**config.mk**
```make
export PLATFORM = sky130hd
export DESIGN_NAME = scrg_regs
export DESIGN_NICKNAME = d
export VERILOG_FILES = /design/src/scrg_pkg.sv /design/src/scrg_regs.sv
export SDC_FILE = /design/constraint.sdc
export NUM_CORES = 1
export LEC_CHECK = 0
export BUFFER_PORTS_ARGS = -buffer_cell sky130_fd_sc_hd__buf_2
export CAP_MARGIN = 20
export CORE_MARGIN = 2
export CORE_UTILIZATION = 46
export CTS_CLUSTER_SIZE = 14
export DETAILED_ROUTE_END_ITERATION = 8
export PLACE_DENSITY = 0.88
export SLEW_MARGIN = 20
export SYNTH_ARGS = -nofsm -noshare
export SYNTH_HDL_FRONTEND = slang
export SYNTH_SLANG_ARGS = --single-unit
```
**constraint.sdc**
```tcl
create_clock -name CLOCK_IN -period 4 [get_ports CLOCK_IN]
set_input_delay 0.8 -clock CLOCK_IN [delete_from_list [all_inputs] [get_ports CLOCK_IN]]
set_output_delay 0.8 -clock CLOCK_IN [all_outputs]
set_load 0.05 [all_outputs]
```
**src/scrg_pkg.sv**
```systemverilog
// Package of offsets, field positions and types for the scaler control/status registers
package scrg_pkg;

  // ----------------------------------------------------------------
  // Register offsets
  // ----------------------------------------------------------------
  localparam logic [7:0] CTRL_STATUS_OFS = 8'h00;
  localparam logic [7:0] IDENT_REV_OFS = 8'h04;
  localparam logic [7:0] IRQ_CONFIG_OFS = 8'h08;

  // ----------------------------------------------------------------
  // Control/status field positions
  // ----------------------------------------------------------------
  localparam int CLR_SHIFT = 16;
  localparam int LED_BIT = 0;
  localparam int PULSE25_BIT = 4;
  localparam int TESTMODE_BIT = 5;
  localparam int REFPULSE_BIT = 6;
  localparam int SCALER_ACT_BIT = 16;
  localparam int MCS_ACT_BIT = 18;
  localparam int MEMTEST_BIT = 23;
  localparam int ARMED_BIT = 24;
  localparam int HISTO_BIT = 25;
  localparam int OVERFLOW_BIT = 27;
  localparam int EXT_IN_LSB = 28;
  localparam int EXT_LATCH_LSB = 30;

  // ----------------------------------------------------------------
  // Interrupt configuration fields and reset values
  // ----------------------------------------------------------------
  localparam int IRQ_ROAK_BIT = 12;
  localparam int IRQ_EN_BIT = 11;
  localparam int IRQ_LVL_LSB = 8;
  localparam logic [12:0] IRQ_CONFIG_RST = 13'h0000;
  localparam logic [3:0] CTRL_RST = 4'h0;
  localparam logic [31:0] READ_ZERO = 32'h00000000;

  // Control functions held by the J/K register
  typedef struct packed {
    logic ref_pulser;
    logic test_mode;
    logic pulse25;
    logic led;
  } scrg_ctrl_t;

  // Interrupt configuration fields
  typedef struct packed {
    logic roak;
    logic enable;
    logic [2:0] level;
    logic [7:0] vector;
  } scrg_irqcfg_t;

endpackage : scrg_pkg

```
**src/scrg_regs.sv**
```systemverilog
// Control/status, identification and interrupt configuration registers of the scaler
`timescale 1ns/1ps
`default_nettype none
module scrg_regs #(
  parameter logic [15:0] MODULE_ID = 16'h1234,  // Arbitrary value
  parameter logic [7:0] MAJOR_REV = 8'h0A,      // Arbitrary value
  parameter logic [7:0] MINOR_REV = 8'h00,      // Arbitrary value
  parameter int CHANNELS = 32
) (
  // Clock and reset
  input wire logic CLOCK_IN,
  input wire logic SRST_IN,
  // Register access
  input wire logic [7:0] ADDR_IN,
  input wire logic WR_IN,
  input wire logic RD_IN,
  input wire logic [31:0] WDATA_IN,
  output logic [31:0] RDATA_OUT,
  output logic RVALID_OUT,
  // Interrupt acknowledge
  input wire logic IACK_IN,
  output logic [7:0] IACK_VECTOR_OUT,
  output logic IACK_VALID_OUT,
  // Status from the acquisition core
  input wire logic SCALER_ACTIVE_IN,
  input wire logic MCS_ACTIVE_IN,
  input wire logic MEMTEST_IN,
  input wire logic ARMED_IN,
  input wire logic HISTOGRAM_SCALER_OPERATION_IN,
  input wire logic OVERFLOW_IN,
  input wire logic [1:0] EXT_INPUT_IN,
  input wire logic [1:0] EXT_LATCH_IN,
  // Test pulse sources
  input wire logic KEY_TEST_PULSE_IN,
  input wire logic PULSE25_IN,
  input wire logic REF_PULSE_IN,
  input wire logic [CHANNELS-1:0] INHIBIT_IN,
  input wire logic [CHANNELS-1:0] TEST_MASK_IN,
  // Control outputs
  output logic LED_OUT,
  output logic [CHANNELS-1:0] COUNT_PULSE_OUT,
  output logic IRQ_ENABLE_OUT,
  output logic [2:0] IRQ_LEVEL_OUT,
  output logic IRQ_ROAK_OUT
);

  // ----------------------------------------------------------------
  // Synchronisers for external levels
  // ----------------------------------------------------------------
  // Pins arrive from outside the clock domain
  logic [1:0] ext_in_s1_r;
  logic [1:0] ext_in_s2_r;
  logic [1:0] ext_lat_s1_r;
  logic [1:0] ext_lat_s2_r;
  logic pulse25_s1_r;
  logic pulse25_s2_r;
  logic ref_s1_r;
  logic ref_s2_r;

  always_ff @(posedge CLOCK_IN)
  begin
    if (SRST_IN)
    begin
      ext_in_s1_r <= 2'h0;
      ext_in_s2_r <= 2'h0;
      ext_lat_s1_r <= 2'h0;
      ext_lat_s2_r <= 2'h0;
      pulse25_s1_r <= 1'b0;
      pulse25_s2_r <= 1'b0;
      ref_s1_r <= 1'b0;
      ref_s2_r <= 1'b0;
    end
    else
    begin
      ext_in_s1_r <= EXT_INPUT_IN;
      ext_in_s2_r <= ext_in_s1_r;
      ext_lat_s1_r <= EXT_LATCH_IN;
      ext_lat_s2_r <= ext_lat_s1_r;
      pulse25_s1_r <= PULSE25_IN;
      pulse25_s2_r <= pulse25_s1_r;
      ref_s1_r <= REF_PULSE_IN;
      ref_s2_r <= ref_s1_r;
    end
  end

  // ----------------------------------------------------------------
  // J/K control register
  // ----------------------------------------------------------------
  scrg_pkg::scrg_ctrl_t ctrl_r;
  scrg_pkg::scrg_ctrl_t ctrl_nxt;
  logic wr_ctrl;

  assign wr_ctrl = WR_IN && (ADDR_IN == scrg_pkg::CTRL_STATUS_OFS);

  // Set wins over clear if both are written; software must avoid that case
  function automatic logic jk(input logic cur, input logic set, input logic clr);
    jk = set ? 1'b1 : (clr ? 1'b0 : cur);
  endfunction : jk

  always_comb
  begin
    ctrl_nxt = ctrl_r;
    if (wr_ctrl)
    begin
      ctrl_nxt.led = jk(ctrl_r.led, WDATA_IN[scrg_pkg::LED_BIT],
        WDATA_IN[scrg_pkg::LED_BIT + scrg_pkg::CLR_SHIFT]);
      ctrl_nxt.pulse25 = jk(ctrl_r.pulse25, WDATA_IN[scrg_pkg::PULSE25_BIT],
        WDATA_IN[scrg_pkg::PULSE25_BIT + scrg_pkg::CLR_SHIFT]);
      ctrl_nxt.test_mode = jk(ctrl_r.test_mode, WDATA_IN[scrg_pkg::TESTMODE_BIT],
        WDATA_IN[scrg_pkg::TESTMODE_BIT + scrg_pkg::CLR_SHIFT]);
      ctrl_nxt.ref_pulser = jk(ctrl_r.ref_pulser, WDATA_IN[scrg_pkg::REFPULSE_BIT],
        WDATA_IN[scrg_pkg::REFPULSE_BIT + scrg_pkg::CLR_SHIFT]);
    end
  end

  always_ff @(posedge CLOCK_IN)
  begin
    if (SRST_IN)
      ctrl_r <= scrg_pkg::scrg_ctrl_t'(scrg_pkg::CTRL_RST);
    else
      ctrl_r <= ctrl_nxt;
  end

  // ----------------------------------------------------------------
  // Interrupt configuration register
  // ----------------------------------------------------------------
  scrg_pkg::scrg_irqcfg_t irqcfg_r;

  always_ff @(posedge CLOCK_IN)
  begin
    if (SRST_IN)
      irqcfg_r <= scrg_pkg::scrg_irqcfg_t'(scrg_pkg::IRQ_CONFIG_RST);
    else if (WR_IN && (ADDR_IN == scrg_pkg::IRQ_CONFIG_OFS))
      irqcfg_r <= scrg_pkg::scrg_irqcfg_t'(WDATA_IN[scrg_pkg::IRQ_ROAK_BIT:0]);
  end

  // ----------------------------------------------------------------
  // Read path
  // ----------------------------------------------------------------
  logic [31:0] status_word;

  always_comb
  begin
    status_word = scrg_pkg::READ_ZERO;
    status_word[scrg_pkg::LED_BIT] = ctrl_r.led;
    status_word[scrg_pkg::PULSE25_BIT] = ctrl_r.pulse25;
    status_word[scrg_pkg::TESTMODE_BIT] = ctrl_r.test_mode;
    status_word[scrg_pkg::REFPULSE_BIT] = ctrl_r.ref_pulser;
    status_word[scrg_pkg::SCALER_ACT_BIT] = SCALER_ACTIVE_IN;
    status_word[scrg_pkg::MCS_ACT_BIT] = MCS_ACTIVE_IN;
    status_word[scrg_pkg::MEMTEST_BIT] = MEMTEST_IN;
    status_word[scrg_pkg::ARMED_BIT] = ARMED_IN;
    status_word[scrg_pkg::HISTO_BIT] = HISTOGRAM_SCALER_OPERATION_IN;
    status_word[scrg_pkg::OVERFLOW_BIT] = OVERFLOW_IN;
    status_word[scrg_pkg::EXT_IN_LSB +: 2] = ext_in_s2_r;
    status_word[scrg_pkg::EXT_LATCH_LSB +: 2] = ext_lat_s2_r;
  end

  // Unmapped offsets read as zero; reads have one cycle latency
  always_ff @(posedge CLOCK_IN)
  begin
    if (SRST_IN)
    begin
      RDATA_OUT <= scrg_pkg::READ_ZERO;
      RVALID_OUT <= 1'b0;
    end
    else
    begin
      RVALID_OUT <= RD_IN;
      if (!RD_IN)
        RDATA_OUT <= scrg_pkg::READ_ZERO;
      else if (ADDR_IN == scrg_pkg::CTRL_STATUS_OFS)
        RDATA_OUT <= status_word;
      else if (ADDR_IN == scrg_pkg::IDENT_REV_OFS)
        RDATA_OUT <= {MODULE_ID, MAJOR_REV, MINOR_REV};
      else if (ADDR_IN == scrg_pkg::IRQ_CONFIG_OFS)
        RDATA_OUT <= {19'h00000, irqcfg_r};
      else
        RDATA_OUT <= scrg_pkg::READ_ZERO;
    end
  end

  // ----------------------------------------------------------------
  // Interrupt acknowledge and configuration outputs
  // ----------------------------------------------------------------
  // Only the configuration side of the eight sources lives here
  always_ff @(posedge CLOCK_IN)
  begin
    if (SRST_IN)
    begin
      IACK_VECTOR_OUT <= 8'h00;
      IACK_VALID_OUT <= 1'b0;
      IRQ_ENABLE_OUT <= 1'b0;
      IRQ_LEVEL_OUT <= 3'h0;
      IRQ_ROAK_OUT <= 1'b0;
    end
    else
    begin
      IACK_VALID_OUT <= IACK_IN;
      IACK_VECTOR_OUT <= IACK_IN ? irqcfg_r.vector : 8'h00;
      IRQ_ENABLE_OUT <= irqcfg_r.enable;
      IRQ_LEVEL_OUT <= irqcfg_r.level;
      IRQ_ROAK_OUT <= irqcfg_r.roak;
    end
  end

  // ----------------------------------------------------------------
  // Count pulse steering
  // ----------------------------------------------------------------
  logic [CHANNELS-1:0] count_nxt;
  logic [CHANNELS-1:0] key_vec;
  logic [CHANNELS-1:0] p25_vec;

  // Key pulses from logic on this clock; 25 MHz pulse level sampled as a tick
  assign key_vec = {CHANNELS{KEY_TEST_PULSE_IN && ctrl_r.test_mode}};
  assign p25_vec = {CHANNELS{pulse25_s2_r && ctrl_r.pulse25 && ctrl_r.test_mode}} & ~TEST_MASK_IN;

  always_comb
  begin
    count_nxt = (key_vec | p25_vec) & ~INHIBIT_IN;
    // Test mode overrides the reference pulser on channel 1
    if (!ctrl_r.test_mode && ctrl_r.ref_pulser && ref_s2_r && !INHIBIT_IN[0])
      count_nxt[0] = 1'b1;
  end

  always_ff @(posedge CLOCK_IN)
  begin
    if (SRST_IN)
    begin
      COUNT_PULSE_OUT <= '0;
      LED_OUT <= 1'b0;
    end
    else
    begin
      COUNT_PULSE_OUT <= count_nxt;
      LED_OUT <= ctrl_r.led;
    end
  end

  // ----------------------------------------------------------------
  // Checks
  // ----------------------------------------------------------------
  AST_SET_ENABLES: assert property (@(posedge CLOCK_IN) disable iff (SRST_IN)
    (wr_ctrl && WDATA_IN[scrg_pkg::LED_BIT]) |=> ctrl_r.led)
    else $error("LED set did not take");
  AST_CLR_DISABLES: assert property (@(posedge CLOCK_IN) disable iff (SRST_IN)
    (wr_ctrl && !WDATA_IN[0] && WDATA_IN[16]) |=> ##1 !LED_OUT)
    else $error("LED clear did not reach output");
  AST_HOLD: assert property (@(posedge CLOCK_IN) disable iff (SRST_IN)
    !wr_ctrl |=> $stable(ctrl_r))
    else $error("Control changed without write");
  AST_TESTMODE: assert property (@(posedge CLOCK_IN) disable iff (SRST_IN)
    (wr_ctrl && WDATA_IN[5]) |=> ctrl_r.test_mode)
    else $error("Test mode set failed");
  AST_PULSE25: assert property (@(posedge CLOCK_IN) disable iff (SRST_IN)
    (wr_ctrl && !WDATA_IN[4] && WDATA_IN[20]) |=> !ctrl_r.pulse25)
    else $error("Pulse clear failed");
  AST_REFPULSE: assert property (@(posedge CLOCK_IN) disable iff (SRST_IN)
    (wr_ctrl && WDATA_IN[6]) |=> ctrl_r.ref_pulser)
    else $error("Reference set failed");
  AST_STATUS_READ: assert property (@(posedge CLOCK_IN) disable iff (SRST_IN)
    (RD_IN && ADDR_IN == 8'h00) |=> (RDATA_OUT[6:4] == {$past(ctrl_r.ref_pulser),
      $past(ctrl_r.test_mode), $past(ctrl_r.pulse25)}) && RVALID_OUT)
    else $error("Status read mismatch");
  AST_ID_READ: assert property (@(posedge CLOCK_IN) disable iff (SRST_IN)
    (RD_IN && ADDR_IN == 8'h04) |=> RDATA_OUT == {MODULE_ID, MAJOR_REV, MINOR_REV})
    else $error("Ident read mismatch");
  AST_REF_BLOCK: assert property (@(posedge CLOCK_IN) disable iff (SRST_IN)
    (ctrl_r.test_mode && !KEY_TEST_PULSE_IN && !pulse25_s2_r) |=> !COUNT_PULSE_OUT[0])
    else $error("Channel 1 counted outside test pulses");
  AST_KEY_COUNT: assert property (@(posedge CLOCK_IN) disable iff (SRST_IN)
    (KEY_TEST_PULSE_IN && ctrl_r.test_mode) |=> COUNT_PULSE_OUT == ~$past(INHIBIT_IN))
    else $error("Key pulse not counted");
  AST_IACK: assert property (@(posedge CLOCK_IN) disable iff (SRST_IN)
    IACK_IN |=> IACK_VALID_OUT && IACK_VECTOR_OUT == $past(irqcfg_r.vector))
    else $error("Vector not returned");
  AST_RESET_ZERO: assert property (@(posedge CLOCK_IN)
    SRST_IN |=> ctrl_r == '0)
    else $error("Control not cleared by reset");

  // Read positions that carry no status, the clear command bits 20 to 22 among them (bit 16 reads the scaler active flag)
  localparam logic [31:0] STATUS_ZERO_MASK = 32'h047AFF8E;

  AST_LED_FOLLOWS: assert property (@(posedge CLOCK_IN) disable iff (SRST_IN)
    1'b1 |=> LED_OUT == $past(ctrl_r.led))
    else $error("LED output does not follow control");
  AST_STATUS_FLAGS: assert property (@(posedge CLOCK_IN) disable iff (SRST_IN)
    (RD_IN && ADDR_IN == scrg_pkg::CTRL_STATUS_OFS) |=>
      RDATA_OUT[scrg_pkg::SCALER_ACT_BIT] == $past(SCALER_ACTIVE_IN) &&
      RDATA_OUT[scrg_pkg::MCS_ACT_BIT] == $past(MCS_ACTIVE_IN) &&
      RDATA_OUT[scrg_pkg::MEMTEST_BIT] == $past(MEMTEST_IN) &&
      RDATA_OUT[scrg_pkg::ARMED_BIT] == $past(ARMED_IN) &&
      RDATA_OUT[scrg_pkg::HISTO_BIT] == $past(HISTOGRAM_SCALER_OPERATION_IN) &&
      RDATA_OUT[scrg_pkg::OVERFLOW_BIT] == $past(OVERFLOW_IN))
    else $error("Status flags read mismatch");
  AST_EXT_STATUS: assert property (@(posedge CLOCK_IN) disable iff (SRST_IN)
    (RD_IN && ADDR_IN == scrg_pkg::CTRL_STATUS_OFS) |=>
      RDATA_OUT[scrg_pkg::EXT_IN_LSB +: 2] == $past(ext_in_s2_r) &&
      RDATA_OUT[scrg_pkg::EXT_LATCH_LSB +: 2] == $past(ext_lat_s2_r))
    else $error("External input status mismatch");
  AST_STATUS_ZERO_BITS: assert property (@(posedge CLOCK_IN) disable iff (SRST_IN)
    (RD_IN && ADDR_IN == scrg_pkg::CTRL_STATUS_OFS) |=> (RDATA_OUT & STATUS_ZERO_MASK) == scrg_pkg::READ_ZERO)
    else $error("Status read shows command bits");
  AST_READ_IDLE: assert property (@(posedge CLOCK_IN) disable iff (SRST_IN)
    !RD_IN |=> !RVALID_OUT && RDATA_OUT == scrg_pkg::READ_ZERO)
    else $error("Read data outside a read");
  AST_IRQCFG_WRITE: assert property (@(posedge CLOCK_IN) disable iff (SRST_IN)
    (WR_IN && ADDR_IN == scrg_pkg::IRQ_CONFIG_OFS) |=> irqcfg_r == 13'($past(WDATA_IN)))
    else $error("Interrupt configuration write lost");
  AST_IRQCFG_READ: assert property (@(posedge CLOCK_IN) disable iff (SRST_IN)
    (RD_IN && ADDR_IN == scrg_pkg::IRQ_CONFIG_OFS) |=> RDATA_OUT == {19'h00000, $past(irqcfg_r)})
    else $error("Interrupt configuration read mismatch");
  AST_IRQ_OUTS: assert property (@(posedge CLOCK_IN) disable iff (SRST_IN)
    1'b1 |=> IRQ_ROAK_OUT == $past(irqcfg_r.roak) && IRQ_ENABLE_OUT == $past(irqcfg_r.enable) &&
      IRQ_LEVEL_OUT == $past(irqcfg_r.level))
    else $error("Interrupt configuration outputs mismatch");
  AST_IACK_IDLE: assert property (@(posedge CLOCK_IN) disable iff (SRST_IN)
    !IACK_IN |=> !IACK_VALID_OUT && IACK_VECTOR_OUT == 8'h00)
    else $error("Vector shown without acknowledge");
  AST_INHIBIT: assert property (@(posedge CLOCK_IN) disable iff (SRST_IN)
    1'b1 |=> (COUNT_PULSE_OUT & $past(INHIBIT_IN)) == '0)
    else $error("Inhibited channel counted");
  AST_MASK: assert property (@(posedge CLOCK_IN) disable iff (SRST_IN)
    (pulse25_s2_r && ctrl_r.pulse25 && ctrl_r.test_mode && !KEY_TEST_PULSE_IN) |=>
      (COUNT_PULSE_OUT & $past(TEST_MASK_IN)) == '0 && (~COUNT_PULSE_OUT & ~$past(TEST_MASK_IN) & ~$past(INHIBIT_IN)) == '0)
    else $error("Test pulse mask not applied");
  AST_NEEDS_TEST_MODE: assert property (@(posedge CLOCK_IN) disable iff (SRST_IN)
    !ctrl_r.test_mode |=> COUNT_PULSE_OUT[CHANNELS-1:1] == '0)
    else $error("Channel counted outside test mode");
  AST_REF_COUNTS: assert property (@(posedge CLOCK_IN) disable iff (SRST_IN)
    (!ctrl_r.test_mode && ctrl_r.ref_pulser && ref_s2_r && !INHIBIT_IN[0]) |=> COUNT_PULSE_OUT[0])
    else $error("Reference pulse not counted");

endmodule : scrg_regs
`default_nettype wire

```
* After elaboration in Yosys (flattened, before gate mapping)
Cells that the tools add are included.
Widths: inputs -> output; s select.
** Storage, ports and cells
- Register bits after elaboration :: 109
- Output and inout bits :: 80
- Logic and storage cells :: 74
** Operators by class
- Eq/ne operators :: 2
- Multiplexer cells :: 12
- Bitwise operators :: 8
- Reductions and logical operators :: 24
** Operator list (count)
- $and 32x32->32 :: 2
- $not 32->32 :: 2
- $mux 32 :: 1
- $or 32x32->32 :: 1
- $mux 29 :: 1
- $mux 13 :: 1
- $mux 1 :: 9
- $eq 8x3->1 const B :: 1
- $eq 8x4->1 const B :: 1
- $logic_and 1x1->1 :: 8
- $logic_not 8->1 :: 1
- $reduce_and 2->1 :: 4
- $reduce_bool 2->1 :: 4
- $reduce_or 5->1 :: 1
- $reduce_or 2->1 :: 2
- $reduce_or 4->1 :: 1
- $not 1->1 :: 3
- $reduce_or 3->1 :: 1
- $logic_not 1->1 :: 2

* Logic depth before layout (Yosys ltp)
Gate-level depths: netlist of run 1.
- Word-level depth :: 6
- Mapped depth :: 5
- Gate-level depth less buffers :: 3

* Worst setup path after synthesis of run 1
OpenSTA, ideal clock, no wires.
- Path kind :: input port to flip-flop
- Start :: in ADDR_IN[5]
- End :: reg irqcfg_r[8] (netlist bit)
- Setup time :: 0.121 ns
- Arrival :: 2.190 ns
- Data required time :: 3.879 ns
- Path slack :: 1.688 ns
- Cell stages on the path :: 5
- Buffers on the path :: 2
- Path through :: or4_4 > buf_6 > nor3_4 > buf_6 > mux2_4
** Between the ends
- Word-level cells in the longest chain between the ends :: 2
** RTL lines
- start: declaration :: line scrg_regs.sv:14 : input wire logic [7:0] ADDR_IN,
- $eq 8x4->1 :: line scrg_regs.sv:133 : else if (WR_IN && (ADDR_IN == scrg_pkg::IRQ_CONFIG_OFS))
- $logic_and 1x1->1 :: line scrg_regs.sv:133
- end signal: assignment :: line scrg_regs.sv:132 : irqcfg_r <= scrg_pkg::scrg_irqcfg_t'(scrg_pkg::IRQ_CONFIG_RST);
- end signal: assignment :: line scrg_regs.sv:134 : irqcfg_r <= scrg_pkg::scrg_irqcfg_t'(WDATA_IN[scrg_pkg::IRQ_ROAK_BIT:0]);
- end: declaration :: line scrg_regs.sv:127 : scrg_pkg::scrg_irqcfg_t irqcfg_r;
No other way between the ends.
A chain may end at the register's enable or synchronous reset.

* Worst setup path in the final report of run 1
- Start :: in ADDR_IN[5]
- End :: reg irqcfg_r[10] (netlist bit)
The elaborated chain is that of the path after synthesis.

==> Flow_metrics.wiki, run 1 <==
{| class="wikitable"
! Metric !! Value
|-
| X dimension of the die || ~90 um
|-
| NumNets Final || just over 600
|-
| Class of the most critical hold timing path || reg -> reg
|-
| Filler cells || ~600
|-
| Final std cell area, no fill || approximately 4500 sq um
|-
| Fraction of layout cells with a size suffix above 1 || 42.0%
|-
| CP Data Arrival Time || between 2 and 3 ns
|-
| Post-placement cell count || 579
|-
| Yosys top cell area share || 59.0%
|-
| Post-route fraction of the period consumed by the critical path || between 50 and 60%
|-
| Maximum resistive drop on vdd || about 0.18 mV
|-
| Post-CTS clock slew at the launch and capture registers of the worst setup and hold paths || around 0.10 ns
|-
| IO Port Bufs || around 180
|-
| Flip-flop cell with the highest count after synthesis || sky130_fd_sc_hd__dfxtp_1
|-
| Synth top cells by count || sky130_fd_sc_hd__dfxtp_1 (101), sky130_fd_sc_hd__nor3_1 (36), sky130_fd_sc_hd__o21a_1 (31)
|-
| Rel. slew slack || 29.6%
|-
| Startpoint type of the worst setup path || input pin
|-
| Number of DRC violations after detailed routing || 0
|-
| Most common cell in the synthesized netlist || sky130_fd_sc_hd__dfxtp_1
|-
| Minimum period implied by the final worst setup slack || between 2 and 2.5 ns
|-
| Post-CTS repair timing setup buffer count || 0
|-
| Sequential cell area fraction in the yosys report || approximately three fifths
|-
| Vias || roughly 2800
|-
| Drt pass-1 iters || 4
|-
| Per-cell routed wire length || 14.0 um
|-
| Netlist area before placement || approximately 3400 sq um
|-
| Initial Utilization || between 40 and 50%
|-
| Cell at the root of the clock tree || sky130_fd_sc_hd__clkbuf_8
|-
| Post-synth EDFFs || 0
|-
| Clk Latency, worst-skew pair || about 0.36 ns
|-
| Largest fanout on the critical path || 13
|-
| Switching pwr || 418 uW
|-
| RR Startpoint || ctrl_r[2]
|-
| Via/cell ratio || roughly 4.7
|-
| Post-synthesis cell type with the largest combined area || sky130_fd_sc_hd__dfxtp_1
|-
| Class of the most critical setup path || in -> reg
|-
| Number of unique standard cell types used by synthesis || 33
|-
| Total die area || between 8000 and 9000 sq um
|-
| Total of warnings raised by yosys || 0
|-
| Clock sinks || between 100 and 150
|-
| Transition time of the tightest slew-check pin || about 1.1 ns
|-
| Floorplan Core Area || 7250 sq um
|-
| CP startpoint || ADDR_IN[5]
|-
| Final core occ || ~62%
|-
| Element type at the critical path end || flop
|-
| Setup TNS || 0 ns
|-
| Hold path start || ext_in_s2_r[1]
|-
| Routability Congestion || between 0.8 and 0.9
|-
| Unrepaired setup endpoints after global routing || false
|-
| Initial drt markers || between 100 and 150
|-
| Clock buffers created by TritonCTS || 9
|-
| Register share of total power || a little under 60%
|-
| Final Hold Slack || approximately 0.43 ns
|-
| Die Span Y || about 90 um
|-
| Overflow left after global routing || 0
|-
| Avg Synthesized Cell Area || approximately 11 sq um
|-
| Growth of design area from synthesis to finish || 31.6%
|-
| GRT Resource Usage Total || about a fifth
|-
| Via count of the first global-routing pass || 2823
|-
| Internal power || about 1300 uW
|-
| Maximum clock frequency || about 420 MHz
|-
| Count of hold buffers inserted by post-cts repair || 0
|-
| Outcome || finished, final reports clean
|-
| Sw Share || 24.4%
|-
| Detailed Place HPWL || roughly 6.2 mm
|-
| Cell depth of the worst hold path || 1
|-
| Total leakage power || between 0.002 and 0.0025 uW
|-
| Yosys reg bits || about 100
|-
| Detailed-route wire length || 8.29 mm
|-
| Largest buffer count on any clock path || 2
|-
| Relative contribution of combinational cells to total power || approximately 6.4%
|-
| Number of cells on the worst reg-to-reg path || 3
|-
| Pwr per Cell Area || between 300 and 400 nW/um^2
|-
| Number of endpoints with negative hold slack in the final report || 0
|-
| Antenna Violating Nets Remaining || 0
|-
| Maxcap violations || 0
|-
| Worst setup skew after layout || approximately 0.014 ns
|-
| Row count || 31
|-
| Total cell area at the placement stage || around 4300 sq um
|-
| Number of H-tree levels || 3
|-
| Number of antenna violations at the first check in global routing || 0
|-
| Share of synthesized flip-flops with an asynchronous set or reset || 0%
|-
| Post-cts repair resize count || 0
|-
| Maximum number of pins on one net before global-route repair || 76
|-
| Antenna diode count || 0
|-
| CTS tree || done
|-
| Number of pins exceeding their max-slew limit in the final report || 0
|-
| Fin cells || about 600
|-
| Global-route wire length before repair || 13.1 mm
|-
| Required time reported for the critical path endpoint || about 4.3 ns
|-
| Most area-consuming cells after synthesis || sky130_fd_sc_hd__dfxtp_1 (59%), sky130_fd_sc_hd__o21a_1 (6.8%), sky130_fd_sc_hd__nor3_1 (5.3%)
|-
| Final number of setup-violating endpoints || 0
|-
| # IOs || ~200
|-
| Synth Instances || approximately 320
|-
| Clk pwr share || about 35%
|}
[registers in the layout, summed over array words and instances, names as in the netlist, 2 cells and up]
| name | cells |
|---|---|
| COUNT_PULSE_OUT | 32 |
| IACK_VECTOR_OUT | 8 |
| IRQ_LEVEL_OUT | 3 |
| RDATA_OUT | 24 |
| ctrl_r | 4 |
| ext_in_s1_r | 2 |
| ext_in_s2_r | 2 |
| ext_lat_s1_r | 2 |
| ext_lat_s2_r | 2 |
| irqcfg_r | 13 |
[stage by stage]
step | power, uW | setup WS, ns
3_5_place_dp | 1150 | 1.24
5_1_grt | 1790 | 1.56
6_report | 1720 | 1.61
3_3_place_gp | 1140 | 1.26
4_1_cts | 1730 | 1.62
2_1_floorplan | 1090 | 1.69
[path summary, 6_finish.rpt]
check | slack (ns) | to
max | 1.61 | irqcfg_r[10]
min | 0.43 | RDATA_OUT[29]
max reg2reg | 2.22 | COUNT_PULSE_OUT[0]
min reg2reg | 0.43 | RDATA_OUT[29]
[critical path, stage by stage]
cell                     delay [ns]
sky130_fd_sc_hd__buf_2         0.10
sky130_fd_sc_hd__or4_4         0.62
sky130_fd_sc_hd__nor3_4        0.71
sky130_fd_sc_hd__mux2_2        0.41
[cell usage in the layout, fill, tap and decap left out, drive strengths merged]
| cell type | Yosys | layout |
|---|---|---|
| nor4 | 5 | 5 |
| buf | 16 | 180 |
| mux2 | 5 | 5 |
| o21a | 31 | 31 |
| conb | 1 | 7 |
| o41ai | 1 | 1 |
| and2 | 22 | 22 |
| clkinv | 0 | 2 |
| nor3b | 1 | 1 |
| nor4b | 1 | 1 |
| or3b | 1 | 1 |
| nand2b | 18 | 18 |
| o32ai | 3 | 3 |
| a22oi | 4 | 4 |
| o221a | 1 | 1 |
| nand2 | 5 | 5 |
| or3 | 3 | 3 |
| nor2b | 24 | 24 |
| or2 | 1 | 1 |
| dfxtp | 101 | 101 |
| nand3 | 1 | 1 |
| clkinvlp | 0 | 1 |
| inv | 8 | 11 |
| a21oi | 2 | 2 |
| mux2i | 8 | 8 |
| nor2 | 8 | 8 |
| clkbuf | 12 | 9 |
| o21ai | 1 | 1 |
| or4 | 1 | 1 |
| nor3 | 37 | 37 |
[layer usage]
layer / up-vias / global-route usage (%) / part of all wire [%]
met1: 1259 / 22.3 / 40
li1: 1398 / - / -
met2: 117 / 38.1 / 53
met4: 0 / 8.85 / 1.5
met3: 10 / 3.34 / 5.3
met5: - / 0 / 0
[power by group through the flow]
stage / clock network [uW] / logic, uW / registers [uW]
5_1_grt: 656 / 119 / 1010
3_5_place_dp: 0 / 109 / 1040
6_report: 592 / 110 / 1010
3_3_place_gp: 0 / 106 / 1040
4_1_cts: 609 / 110 / 1010
2_1_floorplan: 0 / 51.4 / 1040
[layout make-up]
type,count,area [sq um],share of cell area (%)
flip-flops and latches,101,2020,44.8
multi-input cells,191,1250,27.8
repair buffers,180,903,20.0
clock buffers,9,124,2.74
well taps,99,124,2.74
clock inverters,6,56.3,1.25
inverters,8,30.0,0.665
[cells by family (layout without fill, tap and decap cells)]
family | count (synthesis) | after routing | share of synthesized area [%]
other | 1 | 7 | 0.109
muxes | 13 | 13 | 4.20
buffers and inverters | 36 | 203 | 5.25
and+or+nand+nor | 128 | 128 | 22.0
DFF | 101 | 101 | 59.0
AOI/OAI and AO/OA | 43 | 43 | 9.45
No activity file was read; power rests on OpenSTA's default activity.
==> inputs of run 2 (changes only) <==
--- a/config.mk
+++ b/config.mk
@@ -5,13 +5,14 @@
 export SDC_FILE = /design/constraint.sdc
 export NUM_CORES = 1
 export LEC_CHECK = 0
+export ABC_AREA = 1
 export BUFFER_PORTS_ARGS = -buffer_cell sky130_fd_sc_hd__buf_2
 export CAP_MARGIN = 20
 export CORE_MARGIN = 2
-export CORE_UTILIZATION = 46
+export CORE_UTILIZATION = 39
 export CTS_CLUSTER_SIZE = 14
 export DETAILED_ROUTE_END_ITERATION = 8
-export PLACE_DENSITY = 0.88
+export PLACE_DENSITY = 0.8
 export SLEW_MARGIN = 20
 export SYNTH_ARGS = -nofsm -noshare
 export SYNTH_HDL_FRONTEND = slang
==> constraint.sdc (replaced) <==
create_clock -name CLOCK_IN -period 2 [get_ports CLOCK_IN]
set_input_delay 0.4 -clock CLOCK_IN [delete_from_list [all_inputs] [get_ports CLOCK_IN]]
set_output_delay 0.4 -clock CLOCK_IN [all_outputs]
set_load 0.05 [all_outputs]
==> Flow_metrics.wiki, run 2 <==
{| class="wikitable"
! Metric !! Value
|-
| Wire length on met3 || 742 um (+70%)
|-
| Post-CTS repair timing setup buffer count || 0 (unchanged)
|-
| Yosys top cell area share || 59.3% (+0.32 points)
|-
| Simple-gate share of the synthesized area || 19.6% (-2.5 points)
|-
| Number of unique standard cell types used by synthesis || 19 (-42%)
|-
| Count of hold buffers inserted by post-cts repair || 0 (unchanged)
|-
| Maximum clock frequency || around 750 MHz
|-
| Sequential cell area fraction in the yosys report || 59.3% (+0.32 points)
|-
| Number of antenna violations at the first check in global routing || 1 (+1)
|-
| Vias || 3086 (+11%)
|-
| Post-Route M1 WL || 3.32 mm (-0.60%)
|-
| Post-synth EDFFs || 0 (unchanged)
|-
| RR Startpoint || ctrl_r[2]
|-
| Post-synthesis cell type with the largest combined area || sky130_fd_sc_hd__dfxtp_1
|-
| Antenna Violating Nets Remaining || 0 (unchanged)
|-
| Max layer used || met4
|-
| Hold path start || INHIBIT_IN[23]
|-
| Growth of design area from synthesis to finish || 33.1%
|-
| Netlist area before placement || 3410 sq um (-0.55%)
|-
| Final core occ || 52.8% (-9.4 points)
|-
| Max FFs per register || 32 (unchanged)
|-
| Multiplexer area fraction after synthesis || 0% (-4.2 points)
|-
| Minimum period implied by the final worst setup slack || approximately 1.3 ns
|-
| Most common library cell in the layout ignoring fill and taps || sky130_fd_sc_hd__buf_2
|-
| IO Port Bufs || 179 (unchanged)
|-
| Most flops, register || COUNT_PULSE_OUT
|-
| Most common cell in the synthesized netlist || sky130_fd_sc_hd__dfxtp_1
|-
| Initial Utilization || 39.7% (-7.6 points)
|-
| Post-route fraction of the period consumed by the critical path || 67.1%
|-
| Cell at the root of the clock tree || sky130_fd_sc_hd__clkbuf_8
|-
| Class of the most critical setup path || reg -> reg
|-
| Initial drt markers || 88 (-34%)
|-
| Class of the most critical hold timing path || in -> reg
|-
| Most frequent cells in the layout || sky130_fd_sc_hd__buf_2 (179), sky130_fd_sc_hd__dfxtp_1 (101), sky130_fd_sc_hd__inv_1 (70)
|-
| Cell family contributing the most delay on the critical path || buffers and inverters
|-
| Number of buffer and inverter instances along the worst setup path || 2 (+1)
|-
| Compound-Gate Fraction of Synth Area || 8.25% (-1.2 points)
|-
| # IOs || 202 (unchanged)
|-
| Clk Latency, worst-skew pair || 0.35 ns (about the same)
|-
| Via/cell ratio || 4.46 (-4.9%)
|-
| Total die area || 9510 sq um (+17%)
|-
| Cells along the critical path || inv_1, nor2_2, buf_4, a21oi_1, nor3_1
|-
| Synth Instances || 405 (+26%)
|-
| Met2 wirelength from detailed routing || 4.05 mm (-7.6%)
|-
| Total leakage power || 0.00228 uW (+8.8%)
|-
| Element type at the critical path end || flop
|-
| Final number of setup-violating endpoints || 0 (unchanged)
|-
| Overflow left after global routing || 0 (unchanged)
|-
| Setup TNS || 0 ns (unchanged)
|-
| NumNets Final || 701 (+14%)
|-
| X dimension of the die || 97.5 um (+7.9%)
|-
| CP startpoint || ctrl_r[2]
|-
| Synth top cells by count || sky130_fd_sc_hd__dfxtp_1 (101), sky130_fd_sc_hd__inv_1 (70), sky130_fd_sc_hd__a21oi_1 (47), sky130_fd_sc_hd__nor2_1 (47), sky130_fd_sc_hd__nand2_1 (34)
|-
| Pwr per Cell Area || 780 nW/um^2 (+110%)
|-
| Routability Congestion || 0.806 (-4.2%)
|-
| Total of warnings raised by yosys || 0 (unchanged)
|-
| Delay contributed by the slowest stage of the critical path || 0.41 ns (-0.30 ns)
|-
| Transition time of the tightest slew-check pin || 0.516 ns (-0.538 ns)
|-
| Worst setup skew after layout || 0.0135 ns (-0.000708 ns)
|-
| Clock sinks || 101 (unchanged)
|-
| Largest buffer count on any clock path || 2 (unchanged)
|-
| Startpoint type of the worst setup path || flop
|-
| Share of synthesized flip-flops with an asynchronous set or reset || 0% (unchanged)
|-
| Maximum number of pins on one net before global-route repair || 45 (-41%)
|-
| Detailed Place HPWL || 6.18 mm (-0.20%)
|-
| Number of H-tree levels || 3 (unchanged)
|-
| Final std cell area, no fill || 4540 sq um (+0.53%)
|-
| Post-CTS clock slew at the launch and capture registers of the worst setup and hold paths || 0.10 ns (about the same)
|-
| Combinational family with the most area after synthesis || simple AND/OR/NAND/NOR gates
|-
| Row count || 34 (+9.7%)
|-
| Largest registers in the final layout || COUNT_PULSE_OUT: 32 flops, RDATA_OUT: 24 flops, irqcfg_r: 13 flops
|-
| CP Data Arrival Time || 1.59 ns (-1.05 ns)
|-
| Xor/xnor share of the synthesized area || 0% (unchanged)
|-
| Most area-consuming cells after synthesis || sky130_fd_sc_hd__dfxtp_1 (59%), sky130_fd_sc_hd__inv_1 (7.7%), sky130_fd_sc_hd__a21oi_1 (6.9%)
|-
| Outcome || finished, final reports clean
|-
| Per-cell routed wire length || 11.9 um (-15%)
|-
| Unrepaired setup endpoints after global routing || false
|-
| Fin cells || 692 (+16%)
|-
| Post-cts repair resize count || 0 (unchanged)
|-
| Cell with the largest stage delay on the worst path || sky130_fd_sc_hd__dfxtp_1
|-
| Number of endpoints with negative hold slack in the final report || 0 (unchanged)
|-
| Via count of the first global-routing pass || 3004 (+6.4%)
|-
| Required time reported for the critical path endpoint || 2.25 ns (-2.00 ns)
|-
| Register-to-register setup slack || 0.66 ns (-1.56 ns)
|-
| Floorplan Core Area || 8590 sq um (+18%)
|-
| Avg Synthesized Cell Area || 8.42 sq um (-21%)
|-
| GRT Resource Usage Total || 17.3% (-3.0 points)
|-
| Adder-cell share of the synthesized area || 0% (unchanged)
|-
| Number of DRC violations after detailed routing || 0 (unchanged)
|-
| Total cell area at the placement stage || 4340 sq um (+0.12%)
|-
| Die Span Y || 97.5 um (+7.9%)
|-
| Fraction of layout cells with a size suffix above 1 || 35.7% (-6.3 points)
|-
| Maximum resistive drop on vdd || 0.388 mV (+110%)
|-
| Rel. slew slack || 65.5% (+36 points)
|-
| CTS tree || done
|-
| Post-placement cell count || 676 (+17%)
|-
| Detailed-route wire length || 8.22 mm (-0.83%)
|-
| Maxcap violations || 0 (unchanged)
|-
| Number of pins exceeding their max-slew limit in the final report || 0 (unchanged)
|-
| Global-route wire length before repair || 13.4 mm (+2.6%)
|-
| Flip-flop cell with the highest count after synthesis || sky130_fd_sc_hd__dfxtp_1
|-
| Largest fanout on the critical path || 31 (+18)
|-
| Clock buffers created by TritonCTS || 9 (unchanged)
|-
| Yosys reg bits || 101 (unchanged)
|-
| Drt pass-1 iters || 4 (unchanged)
|}
==> run 2: logic make-up (layout without fill, tap and decap cells) <==
| logic type | after synthesis | after routing |
|---|---|---|
| buf+inv | 99 | 271 |
| other cells | 1 | 8 |
| simple gates | 150 | 150 |
| flops | 101 | 101 |
| compound gates | 54 | 54 |
==> run 2: worst paths after layout <==
kind | endpoint | cells after the start
setup reg to reg | COUNT_PULSE_OUT[26] | 5
hold reg to reg | ext_lat_s2_r[0] | 2
hold / removal | COUNT_PULSE_OUT[23] | 2
setup / recovery | COUNT_PULSE_OUT[26] | 5
==> run 2: through the flow <==
stage | worst slack [ns] | hold slack [ns] | total power (uW)
after floorplan | 0.706 | 0.388 | 2180
after global placement | 0.355 | 0.389 | 2290
after detailed placement | 0.312 | 0.393 | 2290
after CTS | 0.638 | 0.177 | 3590
after global routing | 0.546 | 0.170 | 3690
final | 0.659 | 0.199 | 3540
==> run 2: metal layers <==
layer | GRT usage [%] | vias up
met2 | 30.8 | 139
met3 | 5.61 | 10
met4 | 5.77 | 0
li1 | - | 1583
met5 | 0 | -
met1 | 19.5 | 1354
==> run 2: cell type report <==
cell class / count / area (sq um)
Clock inverter: 4 / 55.1
Antenna cell: 1 / 2.50
Multi-Input combinational cell: 211 / 975
Timing Repair Buffer: 185 / 941
Clock buffer: 11 / 141
Fill cell: 819 / 4060
Sequential cell: 101 / 2020
Tap cell: 108 / 135
Inverter: 71 / 267
==> run 2: power by group <==
group          leakage, uW  switching [uW]  internal, uW
registers         0.000816            3.49          2020
clock network    0.0000964             676           617
logic              0.00137             130          90.8
==> inputs of run 3 (changes only) <==
==> constraint.sdc (replaced) <==
create_clock -name CLOCK_IN -period 1.15 [get_ports CLOCK_IN]
set_input_delay 0.23 -clock CLOCK_IN [delete_from_list [all_inputs] [get_ports CLOCK_IN]]
set_output_delay 0.23 -clock CLOCK_IN [all_outputs]
set_load 0.05 [all_outputs]
==> Flow_metrics.wiki, run 3 (same netlist as run 2, synthesis figures left out) <==
{| class="wikitable"
! Metric !! Value
|-
| Outcome || finished, final reports clean
|-
| Row count || 34 (unchanged)
|-
| Switching pwr || 1500 uW (+85%)
|-
| Fraction of layout cells with a size suffix above 1 || 40.3% (+4.6 points)
|-
| Total cell area at the placement stage || 4490 sq um (+3.4%)
|-
| Most common library cell in the layout ignoring fill and taps || sky130_fd_sc_hd__buf_2
|-
| Maxcap violations || 0 (unchanged)
|-
| Detailed Place HPWL || 6.41 mm (+3.7%)
|-
| Global-route wire length before repair || 14.8 mm (+10%)
|-
| Largest fanout on the critical path || 4 (-87%)
|-
| Post-CTS clock slew at the launch and capture registers of the worst setup and hold paths || 0.10 ns (about the same)
|-
| Largest buffer count on any clock path || 2 (unchanged)
|-
| Die Span Y || 97.5 um (unchanged)
|-
| Setup TNS || 0 ns (unchanged)
|-
| Internal power || 4960 uW (+82%)
|-
| Initial Utilization || 39.7% (unchanged)
|-
| Min setup slack post-route || 0.00273 ns (-0.656 ns)
|-
| Required time reported for the critical path endpoint || 1.39 ns (-0.86 ns)
|-
| Post-route fraction of the period consumed by the critical path || 99.8% (+33 points)
|-
| Maximum resistive drop on vdd || 0.662 mV (+71%)
|-
| Final std cell area, no fill || 5160 sq um (+14%)
|-
| Clk pwr share || 39.0% (+2.5 points)
|-
| Number of H-tree levels || 3 (unchanged)
|-
| Growth of design area from synthesis to finish || 51.2%
|-
| Max FFs per register || 32 (unchanged)
|-
| NumNets Final || 720 (+2.7%)
|-
| Register share of total power || 54.6% (-2.6 points)
|-
| Via/cell ratio || 4.56 (+2.2%)
|-
| Class of the most critical hold timing path || in -> reg
|-
| # IOs || 202 (unchanged)
|-
| Number of pins exceeding their max-slew limit in the final report || 0 (unchanged)
|-
| Clock sinks || 101 (unchanged)
|-
| CP Data Arrival Time || 1.39 ns (-0.20 ns)
|-
| Pwr per Cell Area || 1250 nW/um^2 (+61%)
|-
| Worst setup skew after layout || 0.0119 ns (-0.00151 ns)
|-
| Most frequent cells in the layout || sky130_fd_sc_hd__buf_2 (106), sky130_fd_sc_hd__dfxtp_1 (95), sky130_fd_sc_hd__inv_1 (69)
|-
| Total leakage power || 0.00245 uW (+7.4%)
|-
| Startpoint type of the worst setup path || flop
|-
| Class of the most critical setup path || reg -> reg
|-
| Vias || 3241 (+5.0%)
|-
| Routability Congestion || 0.875 (+8.5%)
|-
| GRT Resource Usage Total || 19.1% (+1.8 points)
|-
| Element type at the critical path end || flop
|-
| Antenna Violating Nets Remaining || 0 (unchanged)
|-
| Number of endpoints with negative hold slack in the final report || 0 (unchanged)
|-
| Maximum number of pins on one net before global-route repair || 68 (+51%)
|-
| Most flops, register || COUNT_PULSE_OUT
|-
| Minimum period implied by the final worst setup slack || 1.15 ns (-0.194 ns)
|-
| Floorplan Core Area || 8590 sq um (unchanged)
|-
| Total die area || 9510 sq um (unchanged)
|-
| CTS tree || done
|-
| Number of DRC violations after detailed routing || 0 (unchanged)
|-
| Overflow left after global routing || 0 (unchanged)
|-
| Detailed-route wire length || 9.16 mm (+11%)
|-
| Per-cell routed wire length || 12.9 um (+8.5%)
|-
| Dpl ws || -0.166 ns (-0.478 ns)
|-
| X dimension of the die || 97.5 um (unchanged)
|-
| IO Port Bufs || 179 (unchanged)
|-
| Final number of setup-violating endpoints || 0 (unchanged)
|-
| Cell at the root of the clock tree || sky130_fd_sc_hd__clkbuf_8
|-
| Drt pass-1 iters || 7 (+3)
|-
| Sw Share || 23.3% (+0.38 points)
|-
| Antenna diode count || 0 (-1)
|-
| Clock buffers created by TritonCTS || 9 (unchanged)
|-
| Maximum clock frequency || 872 MHz (+17%)
|-
| Initial drt markers || 107 (+22%)
|-
| Via count of the first global-routing pass || 3248 (+8.1%)
|-
| Clk Latency, worst-skew pair || 0.35 ns (about the same)
|-
| Relative contribution of combinational cells to total power || 6.5% (+0.3 points)
|-
| Unrepaired setup endpoints after global routing || true
|-
| Number of antenna violations at the first check in global routing || 0 (-1)
|-
| Largest registers in the final layout || COUNT_PULSE_OUT: 32 flops, RDATA_OUT: 24 flops, irqcfg_r: 13 flops
|-
| Count of hold buffers inserted by post-cts repair || 0 (unchanged)
|-
| Final core occ || 60.0% (+7.2 points)
|}
[run 3: layout make-up]
type | count | area (sq um)
timing repair buffer | 204 | 1490
fill | 743 | 3440
sequential | 101 | 2030
multi-input combinational | 211 | 1010
clock inverter | 7 | 106
clock buffer | 9 | 124
inverter | 71 | 267
tap | 108 | 135
[run 3: worst paths after layout]
| check | end | slack [ns] | cells past startpoint | start |
|---|---|---|---|---|
| setup / recovery | COUNT_PULSE_OUT[2] | 0.003 | 7 | ctrl_r[1] |
| hold / removal | COUNT_PULSE_OUT[3] | 0.03 | 2 | INHIBIT_IN[3] |
| setup reg to reg | COUNT_PULSE_OUT[2] | 0.003 | 7 | ctrl_r[1] |
| hold reg to reg | pulse25_s2_r | 0.41 | 2 | pulse25_s1_r |
[run 3: power groups by stage]
stage | clock, uW | combinational [uW] | sequential (uW)
2_1_floorplan | 0 | 177 | 3620
3_3_place_gp | 0 | 395 | 3610
3_5_place_dp | 0 | 403 | 3610
4_1_cts | 2590 | 411 | 3530
5_1_grt | 2780 | 456 | 3530
6_report | 2520 | 417 | 3530
[run 3: critical path: stages, from the launching register on]
cell and delay (ns):
sky130_fd_sc_hd__dfxtp_2 0.34, sky130_fd_sc_hd__nand2_2 0.08, sky130_fd_sc_hd__nor2_4 0.05, sky130_fd_sc_hd__buf_12 0.12, sky130_fd_sc_hd__buf_12 0.12, sky130_fd_sc_hd__buf_12 0.12, sky130_fd_sc_hd__a21oi_1 0.16, sky130_fd_sc_hd__nor3_1 0.06
[run 3: repair_timing]
| action | in CTS | in global routing |
|---|---|---|
| pin swaps | 1 | 1 |
| buffers inserted | 4 | 1 |
| resized for setup | 82 | 43 |
| setup endpoints to repair | 77 | 60 |
| gates cloned | 1 | 0 |
[run 3: stage by stage]
stage                     total power [uW]  hold slack (ns)  instances
after floorplan                       3800            0.307        411
after global placement                4000            0.389        689
after detailed placement              4010            0.393        689
after CTS                             6530          0.00485        710
after global routing                  6760        0.0000649        711
final                                 6460           0.0262        711
[run 3: routing by layer]
| metal | wire length (um) | track usage, % | vias up |
|---|---|---|---|
| met4 | 88 | 4.70 | 0 |
| met3 | 735 | 5.68 | 8 |
| met5 | 0 | 0 | - |
| li1 | - | - | 1619 |
| met1 | 3600 | 22.3 | 1466 |
| met2 | 4730 | 34.3 | 148 |
